===== config.mk =====
export PLATFORM = sky130hd
export DESIGN_NAME = uart_rx_ctrl
export DESIGN_NICKNAME = d
export VERILOG_FILES = /design/src/rtl/uart_rx_ctrl_pkg.sv /design/src/rtl/uart_rx_ctrl.sv
export VERILOG_INCLUDE_DIRS = /design/src /design/src/rtl
export SDC_FILE = /design/constraint.sdc
export NUM_CORES = 1
export LEC_CHECK = 0
export BUFFER_PORTS_ARGS = -buffer_cell sky130_fd_sc_hd__buf_2
export CAP_MARGIN = 20
export CORE_UTILIZATION = 50
export DETAILED_ROUTE_END_ITERATION = 8
export MAX_ROUTING_LAYER = met4
export PLACE_DENSITY_LB_ADDON = 0.12
export SLEW_MARGIN = 20
export SYNTH_ARGS = -nofsm -noshare
export SYNTH_HDL_FRONTEND = slang
export SYNTH_SLANG_ARGS = --single-unit

===== constraint.sdc =====
create_clock -name ref_clk -period 2.2 [get_ports ref_clk]
set_clock_uncertainty 0.15 [all_clocks]
set_input_delay 0.11 -clock ref_clk [delete_from_list [all_inputs] [get_ports ref_clk]]
set_output_delay 0.11 -clock ref_clk [all_outputs]
set_load 0.1 [all_outputs]

===== src/rtl/uart_rx_ctrl_consts.svh =====
// constants of the serial receiver and its control registers
// assumes a 25 MHz core clock and byte addresses of four times the register index
`ifndef UART_RX_CTRL_CONSTS_SVH
`define UART_RX_CTRL_CONSTS_SVH

// ****************************************
// register indices and byte addresses
// ****************************************
`define BAUD_IDX        6'h09
`define CTRL_IDX        6'h0a
`define STAT_IDX        6'h0b
`define DATA_IDX        6'h0c
`define BAUD_ADDR       {`BAUD_IDX, 2'b00}
`define CTRL_ADDR       {`CTRL_IDX, 2'b00}
`define STAT_ADDR       {`STAT_IDX, 2'b00}
`define DATA_ADDR       {`DATA_IDX, 2'b00}

// ****************************************
// field positions
// ****************************************
`define CTRL_RX_IRQ_EN  7
`define CTRL_TXD_IRQ_EN 6
`define CTRL_TXE_IRQ_EN 5
`define CTRL_RX_EN      4
`define CTRL_TX_EN      3
`define CTRL_NINE_BIT   2
`define CTRL_RX_NINTH   1
`define CTRL_TX_NINTH   0
`define STAT_TX_DONE    6

// ****************************************
// reset values and answers
// ****************************************
`define CTRL_RESET      8'h00
`define BAUD_RESET      8'h00
`define RESP_OKAY       2'h0
`define RESP_SLVERR     2'h2

// ****************************************
// oversampling counts (16 samples a bit)
// ****************************************
`define SMP_VOTE_A      4'h7
`define SMP_VOTE_B      4'h8
`define SMP_DECIDE      4'h9
`define SMP_FIRST       4'h0
`define SMP_SECOND      4'h1
`define BITS_EIGHT      4'h8
`define BITS_NINE       4'h9

`endif


===== src/rtl/uart_rx_ctrl_pkg.sv =====
// types of the serial receiver and its control registers
// assumes nothing beyond a SystemVerilog compiler
package uart_rx_ctrl_pkg;

  // ****************************************
  // receiver states
  // ****************************************
  typedef enum logic [3:0] {
    RX_IDLE  = 4'b0001,
    RX_START = 4'b0010,
    RX_DATA  = 4'b0100,
    RX_STOP  = 4'b1000
  } rx_state_t;

  // ****************************************
  // whole state of the block
  // ****************************************
  typedef struct packed {
    rx_state_t   rx_state;
    logic [7:0]  div_cnt;
    logic        tick;
    logic [3:0]  smp_cnt;
    logic [1:0]  votes;
    logic [3:0]  bit_cnt;
    logic [8:0]  shift;
    logic [7:0]  rx_buf;
    logic [7:0]  tx_hold;
    logic [7:0]  baud_div;
    logic [7:0]  ctrl;
    logic        rx_ninth;
    logic        rx_done;
    logic        tx_done;
    logic        tx_empty;
    logic        framing;
    logic        overrun;
    logic        overrun_pend;
    logic        awready;
    logic        wready;
    logic        bvalid;
    logic [1:0]  bresp;
    logic        arready;
    logic        rvalid;
    logic [31:0] rdata;
    logic [1:0]  rresp;
    logic        rx_irq;
    logic        txd_irq;
    logic        txe_irq;
    logic        pin_oe;
    logic        pin_out;
    logic        pin_pullup;
    logic        tx_active;
    logic        tx_pending;
  } state_t;

endpackage


===== src/rtl/uart_rx_ctrl.sv =====
// serial receiver with the shared status, control and data registers of the uart
// assumes an axi4-lite master, a transmit shift path outside and synchronous pin inputs
//
// The AXI4-Lite register port is this design's own decision.
`include "uart_rx_ctrl_consts.svh"

// Summary of operation
// - receive pin is sampled sixteen times per bit period
// - one low sample while idle starts start-bit checking, counted sample one
// - start bit dropped as noise if two of samples 8, 9, 10 are high
// - each data bit is the majority of samples 8, 9 and 10
// - stop bit accepted on high majority, otherwise framing fault flag sets
// - framing fault flag clears when a stop bit samples high
// - each finished character goes to a free receive buffer and sets done flag
// - data register reads receive holding, writes transmit holding register
// - nine-bit mode loads received ninth bit when buffer is loaded
// - character finishing over an unread buffer sets overrun and is dropped
// - overrun becomes visible on buffer read, clears on accepted character
// - enabled receiver forces pin to input; pull-up latch still works
// - disabled receiver sets no receive flags and keeps set ones
// - buffer read clears done flag; done with enables requests interrupt
// - transmit done sets after last stop bit; cleared by vector or one
// - buffer-empty sets on shift load, clears on data write, set at reset
// - buffer-empty interrupt requested while flag, its enable and global enable set
// - clearing transmit enable waits until shift and holding drain
// - nine-bit mode carries nine data bits with one start, one stop
// - status bits 2 to 0 read zero; bits 7 to 3 hold flags
// - control bits 7, 6, 5 gate the three interrupts with global enable
// - sample rate is core clock over baud divisor plus one
// - data bits arrive least significant first after the start bit
module uart_rx_ctrl
  import uart_rx_ctrl_pkg::*;
(
  input  wire logic        ref_clk,
  input  wire logic        sys_rst,
  input  wire logic        rx_pin_in,
  input  wire logic        direction_bit_0,
  input  wire logic        pullup_latch_bit,
  input  wire logic        global_irq_enable,
  input  wire logic        tx_shift_load,
  input  wire logic        tx_char_sent,
  input  wire logic        tx_vector_ack,
  input  wire logic        tx_shift_busy,

  input  wire logic [7:0]  s_axi_awaddr,
  input  wire logic        s_axi_awvalid,
  output logic             s_axi_awready,
  input  wire logic [31:0] s_axi_wdata,
  input  wire logic [3:0]  s_axi_wstrb,
  input  wire logic        s_axi_wvalid,
  output logic             s_axi_wready,
  output logic [1:0]       s_axi_bresp,
  output logic             s_axi_bvalid,
  input  wire logic        s_axi_bready,

  input  wire logic [7:0]  s_axi_araddr,
  input  wire logic        s_axi_arvalid,
  output logic             s_axi_arready,
  output logic [31:0]      s_axi_rdata,
  output logic [1:0]       s_axi_rresp,
  output logic             s_axi_rvalid,
  input  wire logic        s_axi_rready,

  output logic             rx_done_irq,
  output logic             tx_done_irq,
  output logic             tx_empty_irq,

  output logic             pin_oe,
  output logic             pin_out,
  output logic             pin_pullup,

  output logic [7:0]       tx_hold_data,
  output logic             tx_hold_ninth,
  output logic             tx_data_pending,
  output logic             tx_active,
  output logic             sample_tick
);

  // ****************************************
  // state
  // ****************************************
  state_t     s_reg;
  state_t     s_next;

  logic       maj;
  logic       complete;
  logic       stop_ok;
  logic       wr_fire;
  logic       wr_en;
  logic       rd_fire;
  logic       rd_data_buf;
  logic       wr_data_buf;
  logic [3:0] char_bits;

  // ****************************************
  // next state
  // ****************************************
  always_comb begin
    s_next      = s_reg;
    complete    = 1'b0;
    stop_ok     = 1'b0;
    wr_fire     = s_reg.awready && s_reg.wready;
    wr_en       = wr_fire && s_axi_wstrb[0];
    rd_fire     = s_reg.arready;
    rd_data_buf = rd_fire && (s_axi_araddr == `DATA_ADDR);
    wr_data_buf = wr_en && (s_axi_awaddr == `DATA_ADDR);
    char_bits   = s_reg.ctrl[`CTRL_NINE_BIT] ? `BITS_NINE : `BITS_EIGHT;
    maj         = (s_reg.votes[1] & s_reg.votes[0]) | (s_reg.votes[1] & rx_pin_in)
                | (s_reg.votes[0] & rx_pin_in);

    // sample tick: one every baud_divisor+1 clocks, sixteen per bit
    s_next.tick    = (s_reg.div_cnt == s_reg.baud_div);
    s_next.div_cnt = s_next.tick ? 8'h00 : s_reg.div_cnt + 8'h01;

    // receiver; a disabled receiver abandons any character in flight
    if (!s_reg.ctrl[`CTRL_RX_EN]) begin
      s_next.rx_state = RX_IDLE;
    end else if (s_reg.tick) begin
      s_next.smp_cnt = s_reg.smp_cnt + 4'h1;
      // samples 8 and 9 are kept; the live pin is the third vote at sample 10
      if (s_reg.smp_cnt == `SMP_VOTE_A || s_reg.smp_cnt == `SMP_VOTE_B) begin
        s_next.votes = {s_reg.votes[0], rx_pin_in};
      end
      unique case (s_reg.rx_state)
        RX_IDLE: begin
          // count restarts while idle, so the first low sample is sample one
          s_next.smp_cnt = `SMP_SECOND;
          if (rx_pin_in) begin
            s_next.smp_cnt = `SMP_FIRST;
          end else begin
            s_next.rx_state = RX_START;
          end
        end

        RX_START: begin
          if (s_reg.smp_cnt == `SMP_DECIDE) begin
            if (maj) begin
              s_next.rx_state = RX_IDLE;
            end else begin
              s_next.rx_state = RX_DATA;
              s_next.bit_cnt  = 4'h0;
            end
          end
        end

        RX_DATA: begin
          if (s_reg.smp_cnt == `SMP_DECIDE) begin
            s_next.shift[s_reg.bit_cnt] = maj;
            s_next.bit_cnt = s_reg.bit_cnt + 4'h1;
            if (s_reg.bit_cnt == char_bits - 4'h1) begin
              s_next.rx_state = RX_STOP;
            end
          end
        end

        RX_STOP: begin
          if (s_reg.smp_cnt == `SMP_DECIDE) begin
            complete        = 1'b1;
            stop_ok         = maj;
            s_next.rx_state = RX_IDLE;
          end
        end

        default: begin
          s_next.rx_state = RX_IDLE;
        end
      endcase
    end

    // reading the buffer frees it and reveals a held overrun
    if (rd_data_buf) begin
      s_next.rx_done      = 1'b0;
      s_next.overrun      = s_reg.overrun_pend;
      s_next.overrun_pend = 1'b0;
    end

    // a character finishing in the same cycle as the read finds the buffer free
    if (complete) begin
      s_next.framing = !stop_ok;
      if (s_reg.rx_done && !rd_data_buf) begin
        s_next.overrun_pend = 1'b1;
      end else begin
        s_next.rx_buf  = s_reg.shift[7:0];
        s_next.rx_done = 1'b1;
        s_next.overrun = 1'b0;
        if (s_reg.ctrl[`CTRL_NINE_BIT]) begin
          s_next.rx_ninth = s_reg.shift[8];
        end
      end
    end

    // transmit side flags; hardware sets win over clears
    if (wr_data_buf) begin
      s_next.tx_hold  = s_axi_wdata[7:0];
      s_next.tx_empty = 1'b0;
    end

    if (tx_shift_load) begin
      s_next.tx_empty = 1'b1;
    end

    if (tx_vector_ack || (wr_en && s_axi_awaddr == `STAT_ADDR && s_axi_wdata[`STAT_TX_DONE])) begin
      s_next.tx_done = 1'b0;
    end

    if (tx_char_sent) begin
      s_next.tx_done = 1'b1;
    end

    // register writes
    if (wr_en && s_axi_awaddr == `CTRL_ADDR) begin
      s_next.ctrl = s_axi_wdata[7:0];
      s_next.ctrl[`CTRL_RX_NINTH] = 1'b0;
    end

    if (wr_en && s_axi_awaddr == `BAUD_ADDR) begin
      s_next.baud_div = s_axi_wdata[7:0];
    end

    // write channel: both address and data are taken together
    s_next.awready = s_axi_awvalid && s_axi_wvalid && !s_reg.awready && !s_reg.bvalid;
    s_next.wready  = s_next.awready;

    if (s_reg.bvalid && s_axi_bready) begin
      s_next.bvalid = 1'b0;
    end

    if (wr_fire) begin
      s_next.bvalid = 1'b1;
      s_next.bresp  = `RESP_OKAY;
      if (s_axi_awaddr != `DATA_ADDR && s_axi_awaddr != `CTRL_ADDR
          && s_axi_awaddr != `STAT_ADDR && s_axi_awaddr != `BAUD_ADDR) begin
        s_next.bresp = `RESP_SLVERR;
      end
    end

    // read channel
    s_next.arready = s_axi_arvalid && !s_reg.arready && !s_reg.rvalid;

    if (s_reg.rvalid && s_axi_rready) begin
      s_next.rvalid = 1'b0;
    end

    if (rd_fire) begin
      s_next.rvalid = 1'b1;
      s_next.rresp  = `RESP_OKAY;
      s_next.rdata  = 32'h0000_0000;
      unique case (s_axi_araddr)
        `DATA_ADDR: s_next.rdata[7:0] = s_reg.rx_buf;
        `CTRL_ADDR: s_next.rdata[7:0] = {s_reg.ctrl[7:2], s_reg.rx_ninth, 1'b0};
        `STAT_ADDR: s_next.rdata[7:0] = {s_reg.rx_done, s_reg.tx_done, s_reg.tx_empty,
                                         s_reg.framing, s_reg.overrun, 3'h0};
        `BAUD_ADDR: s_next.rdata[7:0] = s_reg.baud_div;
        default:    s_next.rresp = `RESP_SLVERR;
      endcase
    end

    // interrupt requests stand while flag, enable and global enable stand
    s_next.rx_irq  = s_next.rx_done && s_next.ctrl[`CTRL_RX_IRQ_EN] && global_irq_enable;
    s_next.txd_irq = s_next.tx_done && s_next.ctrl[`CTRL_TXD_IRQ_EN] && global_irq_enable;
    s_next.txe_irq = s_next.tx_empty && s_next.ctrl[`CTRL_TXE_IRQ_EN] && global_irq_enable;

    // pin: receiver overrides direction, pull-up latch stays in charge
    s_next.pin_oe     = !s_next.ctrl[`CTRL_RX_EN] && direction_bit_0;
    s_next.pin_out    = pullup_latch_bit;
    s_next.pin_pullup = pullup_latch_bit && !s_next.pin_oe;

    // transmitter stays on until both holding and shift register drain
    s_next.tx_active = s_next.ctrl[`CTRL_TX_EN] || !s_next.tx_empty || tx_shift_busy;
    s_next.tx_pending = !s_next.tx_empty;
  end

  // ****************************************
  // registers
  // ****************************************
  always_ff @(posedge ref_clk) begin
    if (sys_rst) begin
      s_reg          <= '0;
      s_reg.rx_state <= RX_IDLE;
      s_reg.ctrl     <= `CTRL_RESET;
      s_reg.baud_div <= `BAUD_RESET;
      s_reg.tx_empty <= 1'b1;
    end else begin
      s_reg <= s_next;
    end
  end

  assign s_axi_awready   = s_reg.awready;
  assign s_axi_wready    = s_reg.wready;
  assign s_axi_bresp     = s_reg.bresp;
  assign s_axi_bvalid    = s_reg.bvalid;
  assign s_axi_arready   = s_reg.arready;
  assign s_axi_rdata     = s_reg.rdata;
  assign s_axi_rresp     = s_reg.rresp;
  assign s_axi_rvalid    = s_reg.rvalid;

  assign rx_done_irq     = s_reg.rx_irq;
  assign tx_done_irq     = s_reg.txd_irq;
  assign tx_empty_irq    = s_reg.txe_irq;

  assign pin_oe          = s_reg.pin_oe;
  assign pin_out         = s_reg.pin_out;
  assign pin_pullup      = s_reg.pin_pullup;

  assign tx_hold_data    = s_reg.tx_hold;
  assign tx_hold_ninth   = s_reg.ctrl[`CTRL_TX_NINTH];
  assign tx_data_pending = s_reg.tx_pending;
  assign tx_active       = s_reg.tx_active;
  assign sample_tick     = s_reg.tick;
endmodule // uart_rx_ctrl


==> results.toml, run 1 <==
[floorplanning]
design.core.area_sq_um = 8678
num_rows = 34
die_h_microns = 96.49
io_pins = 126
initial_core_util_pct = 51.44
die-width_microns = 96.49
fp.dieArea_sq_um = 9310

[layout]
finalNonFillerCells = 691
layout.nets = 653
num_antenna_cells = 0
final_cell_area_sq_um = 5166
final_layout_size_suffix_gt1_share_pct = 20.93
largest_register_ffs = 51
finish.utilization_pct = 59.53
area_growth_syn_to_layout_pct = 15.72

[placement]
dp.final_hpwl_microns = 6774
gp_routability_congestion = 0.8119
numPlacedInstances = 651
postPlaceCellArea_sq_um = 4725
place.port_buffers = 72

[synthesis]
synth-warning-count = 0
synth-seq-cells = 92
syn_inst = 499
yosys.area_share.adder_pct = 2.466
synth_compound_area_share_pct = 11.46
synthesis.area_sq_um = 4464
synth.mux.area_fraction_pct = 8.072
synth_cell_types = 59
postSynth.topFlopCell = "sky130_fd_sc_hd__dfxtp_1"
synth-xor-area-share_pct = 3.335
synth_seq_area_share_pct = 41.26
synth-simple-area-share_pct = 21.36
ffs_w_async_s_r_synth_pct = 0
synth-edff-count = 0
synth_top_family_by_area = "simple AND/OR/NAND/NOR gates"
post_synth.cell_area_avg_sq_um = 8.946

[clock_network]
cts_max_level = 3
max-clock-path-buffers = 2
cts_buffers = 9
cts_tree = "yes"
clk_pin_slew_ns = 0.10
cts-root-buf = "sky130_fd_sc_hd__clkbuf_8"
tritoncts_num_sinks = 92
insertion_delay_to_the_later_sink_of_the_worst_skew_pair_ns = 0.37

[hold_path]
hold_path.startpoint = "s_axi_araddr[7]"
holdPathEnd = "s_axi_rdata[0]$_SDFFE_PP0P_"
hold-path-cell-count = 4
worst_hold_path_type = "in2reg"

[setup_path]
timing_worst_setup_path_type = "in2reg"
arrival_ns = 2.20
worst_path_max_delay_cell = "sky130_fd_sc_hd__dlygate4sd3_1"
worst-r2r-cell-count = 5
path_cells = "dlygate4sd3_1 > buf_2 > maj3_1 > nor2_2 > o21ai_1 > or4_1 > a21oi_1"
rrSetupSlack_ns = 0.16
maximum_single_stage_delay_on_the_critical_path_ns = 0.53
crit-reg2reg-launch = "s_reg[117]$_SDFFE_PP0P_"
worstSetupStartpointType = "input port"
path_max_fanout = 5
crit_path_end_kind = "register"
timing.critical_path.required_ns = 2.35

[global_routing]
grt_max_degree = 23
grt_antenna_before_repair = 0
gr-total-overflow = 0
grt_pass1_wl_microns = 14690
grt_pass1_vias = 3089
grt_usage_pct = 21.37

[routing]
post_route_ant_nets = 0
detailed_route_wire_length_per_cell_microns = 14.05
post-route-drc-count = 0
route.vias.total = 3602
iteration_count_of_the_initial_detailed_routing_pass = 5
via_per_inst = 5.213
route.final.wire_length_microns = 9708
drtIter0Drc = 156

[timing]
timing.final.hold_violations = 0
timing_max_transition_violations_final = 0
fmaxAchievable_ghz = 0.4885
totalNegativeSetupSlack_ns = 0
max_slew_margin_pct = 61.76
max_slew.worst_pin.slew_ns = 0.5724
setup_viol = 0
period_minus_slack_ns = 2.047
final_min_period_over_clock_period_pct = 93.04
grt_setup_unrepaired = "no"

[run_status]
outcome = "finished, final reports clean"

[power]
power_density_nw_per_um2 = 638.0
total_power_w = 0.003296
power.static_leakage_nw = 2.262
power.ir.vdd_worst_v = 0.0003058

[run]
drv_cap = 0
[area by class of cell]
| type | instances | area (sq um) |
|---|---|---|
| clock buffer | 10 | 127.6 |
| tap | 108 | 135.1 |
| sequential | 92 | 1846 |
| inverter | 14 | 52.55 |
| multi-input combinational | 346 | 2191 |
| timing repair buffer | 115 | 743.2 |
| clock inverter | 6 | 71.32 |
| fill | 786 | 3512 |
[metrics by stage]
step | worst slack, ns | hold WS (ns)
after floorplan | -0.02144 | 0.06613
after global placement | 0.1317 | 0.1638
final | 0.1530 | 0.01027
after global routing | 0.03674 | 0.02369
after CTS | 0.03847 | 0.002948
after detailed placement | 0.1150 | 0.1704
[worst max-delay path: cells and delay by family]
| family | cells | cell delay [ns] |
|---|---|---|
| and+or+nand+nor | 2 | 0.67 |
| AOI/OAI and AO/OA | 2 | 0.31 |
| adders and majority gates | 1 | 0.41 |
| buffers and inverters | 2 | 0.69 |
[power by group]
part           total, W  switching, W  internal, W  leakage [nW]
combinational  0.000453      0.000363    0.0000902          1.42
clock           0.00116      0.000623     0.000536        0.0935
sequential      0.00168    0.00000828      0.00168         0.744
total           0.00330      0.000994      0.00230          2.26
[routing by layer]
layer / part of all wire [%] / GRT usage (%) / vias to the layer above
li1: - / - / 1815
met1: 48 / 28.94 / 1682
met2: 46 / 31.81 / 87
met3: 4.0 / 3.208 / 18
met4: 2.0 / 8.824 / 0
met5: 0 / - / -
[placed cells by master, fill, tap and decap left out, types with 3 or more instances in the layout]
master	synthesis	layout
sky130_fd_sc_hd__a31oi_1	3	3
sky130_fd_sc_hd__nor3_1	9	9
sky130_fd_sc_hd__nor4b_1	5	4
sky130_fd_sc_hd__nand4_1	3	3
sky130_fd_sc_hd__clkbuf_8	0	9
sky130_fd_sc_hd__xor2_1	14	14
sky130_fd_sc_hd__nand3b_1	7	7
sky130_fd_sc_hd__ha_1	8	8
sky130_fd_sc_hd__dfxtp_1	92	89
sky130_fd_sc_hd__a22oi_1	13	13
sky130_fd_sc_hd__o21ai_0	7	6
sky130_fd_sc_hd__conb_1	1	26
sky130_fd_sc_hd__buf_4	46	19
sky130_fd_sc_hd__dlygate4sd3_1	0	24
sky130_fd_sc_hd__a21oi_1	30	30
sky130_fd_sc_hd__a221oi_1	3	3
sky130_fd_sc_hd__o22ai_1	5	5
sky130_fd_sc_hd__dfxtp_2	0	3
sky130_fd_sc_hd__mux2i_1	36	36
sky130_fd_sc_hd__nor4_1	5	5
sky130_fd_sc_hd__nand3_1	13	13
sky130_fd_sc_hd__nand2_1	34	34
sky130_fd_sc_hd__nand2b_1	9	9
sky130_fd_sc_hd__nor2_1	68	67
sky130_fd_sc_hd__xnor2_1	3	3
sky130_fd_sc_hd__buf_2	7	72
sky130_fd_sc_hd__inv_1	13	13
sky130_fd_sc_hd__nor2b_1	5	5
[synth_stat cells (2+ instances only)]
library cell,instances,area [sq um]
sky130_fd_sc_hd__a21oi_1,30,150.1
sky130_fd_sc_hd__a221oi_1,3,26.28
sky130_fd_sc_hd__a22oi_1,13,97.59
sky130_fd_sc_hd__a31oi_1,3,18.77
sky130_fd_sc_hd__a32oi_1,2,17.52
sky130_fd_sc_hd__and3_1,2,12.51
sky130_fd_sc_hd__and3b_1,2,17.52
sky130_fd_sc_hd__buf_2,7,35.03
sky130_fd_sc_hd__buf_4,46,345.3
sky130_fd_sc_hd__buf_6,4,45.04
sky130_fd_sc_hd__clkbuf_1,15,56.30
sky130_fd_sc_hd__dfxtp_1,92,1842
sky130_fd_sc_hd__ha_1,8,100.1
sky130_fd_sc_hd__inv_1,13,48.80
sky130_fd_sc_hd__mux2i_1,36,360.4
sky130_fd_sc_hd__nand2_1,34,127.6
sky130_fd_sc_hd__nand2b_1,9,56.30
sky130_fd_sc_hd__nand3_1,13,65.06
sky130_fd_sc_hd__nand3b_1,7,52.55
sky130_fd_sc_hd__nand4_1,3,18.77
sky130_fd_sc_hd__nor2_1,68,255.2
sky130_fd_sc_hd__nor2b_1,5,31.28
sky130_fd_sc_hd__nor3_1,9,45.04
sky130_fd_sc_hd__nor4_1,5,31.28
sky130_fd_sc_hd__nor4_2,2,25.02
sky130_fd_sc_hd__nor4_4,2,42.54
sky130_fd_sc_hd__nor4b_1,5,43.79
sky130_fd_sc_hd__o21ai_0,7,35.03
sky130_fd_sc_hd__o21bai_1,2,15.01
sky130_fd_sc_hd__o22ai_1,5,31.28
sky130_fd_sc_hd__or4_1,2,15.01
sky130_fd_sc_hd__or4b_1,2,20.02
sky130_fd_sc_hd__or4b_2,2,20.02
sky130_fd_sc_hd__xnor2_1,3,26.28
sky130_fd_sc_hd__xor2_1,14,122.6
[logic make-up after synthesis]
| group | count (synthesis) |
|---|---|
| other | 1 |
| buffers and inverters | 86 |
| AO/OA/AOI/OAI | 78 |
| multiplexers | 36 |
| adder cells (fa/ha/maj) | 9 |
| flip-flops | 92 |
| XOR/XNOR | 17 |
| AND/OR/NAND/NOR | 180 |
[what timing repair did]
action | CTS | global route
setup endpoints to repair | 0 | 1
endpoints found under the hold margin | 40 | 0
hold buffers | 24 | 0
setup buffers | 0 | 0
gates resized for setup | 0 | 2
[worst max path at each step]
| stage | startpoint | end | slack [ns] |
|---|---|---|---|
| 2_1_floorplan | sample_tick$_SDFF_PP0_ | s_reg[98]$_SDFFE_PP0P_ | -0.02 |
| 3_3_place_gp | s_axi_awaddr[7] | pin_pullup$_SDFF_PP0_ | 0.13 |
| 3_5_place_dp | s_axi_awaddr[7] | pin_pullup$_SDFF_PP0_ | 0.11 |
| 4_1_cts | rx_pin_in | s_reg[98]$_SDFFE_PP0P_ | 0.04 |
| 5_1_grt | s_reg[117]$_SDFFE_PP0P_ | register | 0.04 |
| 6_report | rx_pin_in | s_reg[98]$_SDFFE_PP0P_ | 0.15 |
(Power assumes the default switching activity.)
==> run 2: changes to the inputs <==
- CORE_UTILIZATION: 50 -> 52
- CTS_BUF_LIST: unset -> sky130_fd_sc_hd__clkbuf_4 sky130_fd_sc_hd__clkbuf_8 sky130_fd_sc_hd__clkbuf_16
- GPL_TIMING_DRIVEN: unset -> 0
==> run 2 against run 1 <==
Compared with the run above:
- combinational power increased by 11%
- core utilization increased by 7.7 points
- cell count increased by 7.4%
- non-clock buffer count increased by 53
- critical path depth unchanged
- first-iteration DRC count increased by 16%
- register-to-register slack got worse by 0.11 ns
- design area increased by 7.5%
- largest power group unchanged
- highest routed layer unchanged
==> results.toml, run 2 (synthesis results as in run 1) <==
[clock_network]
cts_tree = "yes"
max-clock-path-buffers = 2
cts_buffers = 9
insertion_delay_to_the_later_sink_of_the_worst_skew_pair_ns = 0.36
clk_pin_slew_ns = 0.09
cts_max_level = 3
cts-root-buf = "sky130_fd_sc_hd__clkbuf_8"
tritoncts_num_sinks = 92

[routing]
route.vias.total = 3824
via_per_inst = 5.154
post-route-drc-count = 0
route.final.wire_length_microns = 10370
iteration_count_of_the_initial_detailed_routing_pass = 4
drtIter0Drc = 181
post_route_ant_nets = 0
detailed_route_wire_length_per_cell_microns = 13.97

[setup_path]
timing.critical_path.required_ns = 2.27
worstSetupStartpointType = "register"
arrival_ns = 2.23
timing_worst_setup_path_type = "reg2reg"
path_max_fanout = 10
crit_path_end_kind = "register"

[placement]
dp.final_hpwl_microns = 7204
gp_routability_congestion = 0.8058
numPlacedInstances = 699
post-place-ws_ns = -0.02115
place.port_buffers = 70

[floorplanning]
fp.dieArea_sq_um = 8960
io_pins = 126
die-width_microns = 94.66
design.core.area_sq_um = 8258
initial_core_util_pct = 54.06
num_rows = 33
die_h_microns = 94.66

[timing]
max_slew_margin_pct = 48.73
period_minus_slack_ns = 2.154
final_min_period_over_clock_period_pct = 97.91
grt_setup_unrepaired = "yes"
setup_viol = 0
timing.final.hold_violations = 0
fmaxAchievable_ghz = 0.4642
timing_max_transition_violations_final = 0
totalNegativeSetupSlack_ns = 0
max_slew.worst_pin.slew_ns = 0.7627
final.setup.worst_slack_ns = 0.04595

[layout]
most-common-layout-cells = "86 x sky130_fd_sc_hd__dfxtp_1, 76 x sky130_fd_sc_hd__buf_2, 67 x sky130_fd_sc_hd__nor2_1, 50 x sky130_fd_sc_hd__buf_4, 36 x sky130_fd_sc_hd__mux2i_1"
layout.area.seq_sq_um = 1849
finalNonFillerCells = 742
layout.nets = 707
num_antenna_cells = 0
area_growth_syn_to_layout_pct = 24.41
multiInputGateArea_sq_um = 2218
largest_register_ffs = 51
mostFrequentLayoutCell = "sky130_fd_sc_hd__dfxtp_1"
final_layout_size_suffix_gt1_share_pct = 26.37
layout.filler_cells = 699

[power]
p_seq_share_pct = 50.6
p_sw_w = 0.001002
logic_pwr_share_pct = 15.0
power_density_nw_per_um2 = 600.1
power_report.internal_total_w = 0.002331
power.ir.vdd_worst_v = 0.0004119
power.static_leakage_nw = 2.527
power_switching_share_pct = 30.06
pwr-share-clk_pct = 34.4

[global_routing]
grt_max_degree = 17
grt_pass1_wl_microns = 16420
grt_usage_pct = 24.56
gr-total-overflow = 0
grt_antenna_before_repair = 0
grt_pass1_vias = 3425

[hold_path]
worst_hold_path_type = "in2reg"

[run]
drv_cap = 0

[run_status]
outcome = "finished, final reports clean"
-- run 2: worst paths after layout --
kind / start / to / slack [ns] / cells after the start
worst min register to register: register / s_reg[83]$_SDFFE_PP0P_ / 0.30 / 2
worst min-delay path: s_axi_araddr[1] / s_axi_rdata[2]$_SDFFE_PP0P_ / 0.004 / 4
worst max register to register: s_reg[118]$_SDFFE_PP0P_ / register / 0.05 / 7
worst max-delay path: s_reg[118]$_SDFFE_PP0P_ / register / 0.05 / 7
-- run 2: layer usage --
layer / GRT usage [%] / up-vias / wire length, microns
met5: - / - / 0
met4: 8.712 / 0 / 155
met3: 3.301 / 13 / 647
met2: 38.37 / 117 / 4713
met1: 32.52 / 1766 / 4852
li1: - / 1928 / -
-- run 2: timing repair --
action,in CTS,in global routing
hold buffers,26,0
endpoints found under the hold margin,40,0
cloned,0,1
buffers inserted,2,1
pin swaps,1,2
gates resized for setup,2,8
setup endpoints to repair,6,16
-- run 2: worst max-delay path: stages, from the launching register on --
cell and delay [ns]:
sky130_fd_sc_hd__dfxtp_1 0.32, sky130_fd_sc_hd__buf_4 0.17, sky130_fd_sc_hd__or4b_1 0.45, sky130_fd_sc_hd__buf_2 0.19, sky130_fd_sc_hd__nor4_4 0.31, sky130_fd_sc_hd__nand3b_1 0.18, sky130_fd_sc_hd__mux2i_1 0.18, sky130_fd_sc_hd__nor2_1 0.06
-- run 2: final cells by class --
cell class,count,share of cell area [%]
clock buffer,9,2.230
clock inverter,7,1.307
multi-input combinational,347,39.94
sequential,92,33.30
inverter,14,0.9462
timing repair buffer,99,11.40
buffer,69,8.515
tap,105,2.365
-- run 2: power groups by stage --
stage | clock network [W] | logic, W | registers, W
floorplan | 0 | 0.000322 | 0.00178
global placement | 0 | 0.000460 | 0.00172
detailed placement | 0 | 0.000463 | 0.00172
CTS | 0.00116 | 0.000497 | 0.00169
global route | 0.00123 | 0.000526 | 0.00169
finish | 0.00115 | 0.000501 | 0.00169
-- run 2: metrics by stage --
step | instance area, sq um | util [%] | hold WS (ns) | total power, W
finish | 5554 | 67.26 | 0.004256 | 0.003333
global route | 5554 | 67.26 | 0.02363 | 0.003448
CTS | 5513 | 66.76 | 0.0007189 | 0.003345
detailed placement | 5044 | 61.08 | 0.1807 | 0.002187
global placement | 5044 | 61.08 | 0.1620 | 0.002184
floorplan | 4562 | - | 0.06613 | 0.002105
==> run 3: changes to the inputs <==
- CORE_UTILIZATION: 52 -> 47
- clock period: 2.2 -> 1.8 ns (I/O delays scaled with it)
==> run 3 against run 2 <==
Compared with the run above:
- the run now ends with negative setup slack left
- critical path depth unchanged
- clock-buffer cell count increased by 1
- sequential power increased by 21%
- non-clock buffer count increased by 24
- clock power increased by 17%
- hold slack improved by 0.039 ns
- combinational power increased by 28%
- sequential share of layout area decreased by 2.5 points
- highest routed layer unchanged
==> results.toml, run 3 (synthesis results as in run 1) <==
[floorplanning]
die_h_microns = 99.46
initial_core_util_pct = 48.31
die-width_microns = 99.46
fp.dieArea_sq_um = 9892
num_rows = 35
design.core.area_sq_um = 9240
io_pins = 126

[clock_network]
cts-root-buf = "sky130_fd_sc_hd__clkbuf_8"
insertion_delay_to_the_later_sink_of_the_worst_skew_pair_ns = 0.37
cts_buffers = 9
max-clock-path-buffers = 2
clk_pin_slew_ns = 0.10
cts_tree = "yes"
tritoncts_num_sinks = 92
cts_max_level = 3

[hold_path]
hold-path-cell-count = 4
worst_hold_path_type = "in2reg"

[layout]
final_layout_size_suffix_gt1_share_pct = 35.85
num_antenna_cells = 0
most-common-layout-cells = "82 x sky130_fd_sc_hd__dfxtp_1, 73 x sky130_fd_sc_hd__buf_2, 67 x sky130_fd_sc_hd__buf_4, 67 x sky130_fd_sc_hd__nor2_1, 34 x sky130_fd_sc_hd__mux2i_1"
final_cell_area_sq_um = 6080
layout.filler_cells = 761
mostFrequentLayoutCell = "sky130_fd_sc_hd__dfxtp_1"
area_growth_syn_to_layout_pct = 36.18
layout.nets = 731
largest_register_ffs = 51

[setup_path]
timing_worst_setup_path_type = "reg2reg"
maximum_single_stage_delay_on_the_critical_path_ns = 0.58
cp_num_cells = 7
path_buf_inv = 2
timing.critical_path.required_ns = 1.88
arrival_ns = 2.05
worst-r2r-cell-count = 7
path_max_fanout = 5
crit_path_end_kind = "register"
rrSetupSlack_ns = -0.17
worst_path_max_delay_cell = "sky130_fd_sc_hd__or4b_4"
worstSetupStartpointType = "register"
critical-path-top-delay-family = "simple AND/OR/NAND/NOR gates"
path_cells = "or4b_4 > buf_6 > nor4_4 > buf_6 > nand2_2 > nand2_2 > a21oi_1"

[global_routing]
grt_antenna_before_repair = 0
grt_pass1_wl_microns = 18250
grt_pass1_vias = 3686
grt_max_degree = 18
grt_usage_pct = 24.12
gr-total-overflow = 0

[routing]
route.final.wire_length_microns = 11570
drtIter0Drc = 221
route.vias.total = 3942
post_route_ant_nets = 0
detailed_route_wire_length_per_cell_microns = 14.65
via_per_inst = 4.990
iteration_count_of_the_initial_detailed_routing_pass = 4
post-route-drc-count = 0

[power]
power.ir.vdd_worst_v = 0.0003598
power_density_nw_per_um2 = 664.3
power.static_leakage_nw = 2.717

[placement]
dp.final_hpwl_microns = 7311
postPlaceCellArea_sq_um = 5087
place.port_buffers = 70
gp_routability_congestion = 0.8280

[timing]
fmaxAchievable_ghz = 0.5077
totalNegativeSetupSlack_ns = -1.975
period_minus_slack_ns = 1.970
setup_viol = 23
timing_max_transition_violations_final = 0
final_min_period_over_clock_period_pct = 109.4
grt_setup_unrepaired = "yes"
final.setup.worst_slack_ns = -0.1696
max_slew_margin_pct = 49.08
max_slew.worst_pin.slew_ns = 0.7639
timing.final.hold_violations = 0

[run]
drv_cap = 0

[run_status]
failing_checks = "negative setup slack"
outcome = "finished, violations left"
run 3: worst reg2reg max path: cells and delay by family (launching register included):
kind / cells / cell delay (ns)
AOI/OAI and AO/OA: 1 / 0.06
and+or+nand+nor: 4 / 0.91
buffers and inverters: 2 / 0.34
DFF: 1 / 0.37
run 3: per-layer routing:
| layer | vias to the layer above | routed length, microns | part of all wire [%] | track usage, % |
|---|---|---|---|---|
| met3 | 11 | 521 | 4.5 | 3.092 |
| met5 | - | 0 | 0 | - |
| li1 | 1973 | - | - | - |
| met1 | 1846 | 5390 | 47 | 31.36 |
| met4 | 0 | 122 | 1.1 | 8.145 |
| met2 | 112 | 5540 | 48 | 38.89 |
run 3: path summary, 6_finish.rpt:
kind / end / from
setup / recovery: register / s_reg[119]$_SDFFE_PP0P_
hold / removal: s_reg[119]$_SDFFE_PP0P_ / rx_pin_in
setup reg to reg: register / s_reg[119]$_SDFFE_PP0P_
hold reg to reg: s_axi_wready$_SDFF_PP0_ / s_axi_bvalid$_SDFFE_PP0P_
run 3: per-stage QoR:
step                      instances  worst slack, ns  total power (W)  util, %  hold slack (ns)
after global routing            790          -0.2482         0.004185    65.80          0.04144
after detailed placement        723          -0.3635         0.002672    55.06           0.1516
after CTS                       788          -0.2518         0.004061    63.57         0.001105
after global placement          723          -0.3469         0.002669    55.06           0.1477
after floorplan                 524          -0.1386         0.002570        -          0.04613
final                           790          -0.1696         0.004039    65.80          0.04343
run 3: power breakdown:
part           internal [W]  switching [W]  leakage, nW
sequential          0.00204      0.0000118        0.748
combinational      0.000165       0.000474         1.87
clock              0.000565       0.000781       0.0997
total               0.00277        0.00127         2.72
run 3: layout make-up:
type	count	area [sq um]	area share, %
clock buffers	10	137.6	2.264
flip-flops and latches	92	1869	30.75
inverters	14	52.55	0.8644
well taps	129	161.4	2.655
multi-input cells	347	2455	40.38
plain buffers	65	457.9	7.532
repair buffers	127	893.4	14.69
clock inverters	6	52.55	0.8644
run 3: repair_timing:
| item | in CTS | in global routing |
|---|---|---|
| resized for setup | 40 | 47 |
| setup buffers | 20 | 6 |
| pin swaps | 21 | 28 |
| hold buffers | 29 | 0 |
| cloned | 3 | 0 |
| setup endpoints to repair | 35 | 52 |
| endpoints found under the hold margin | 46 | 0 |
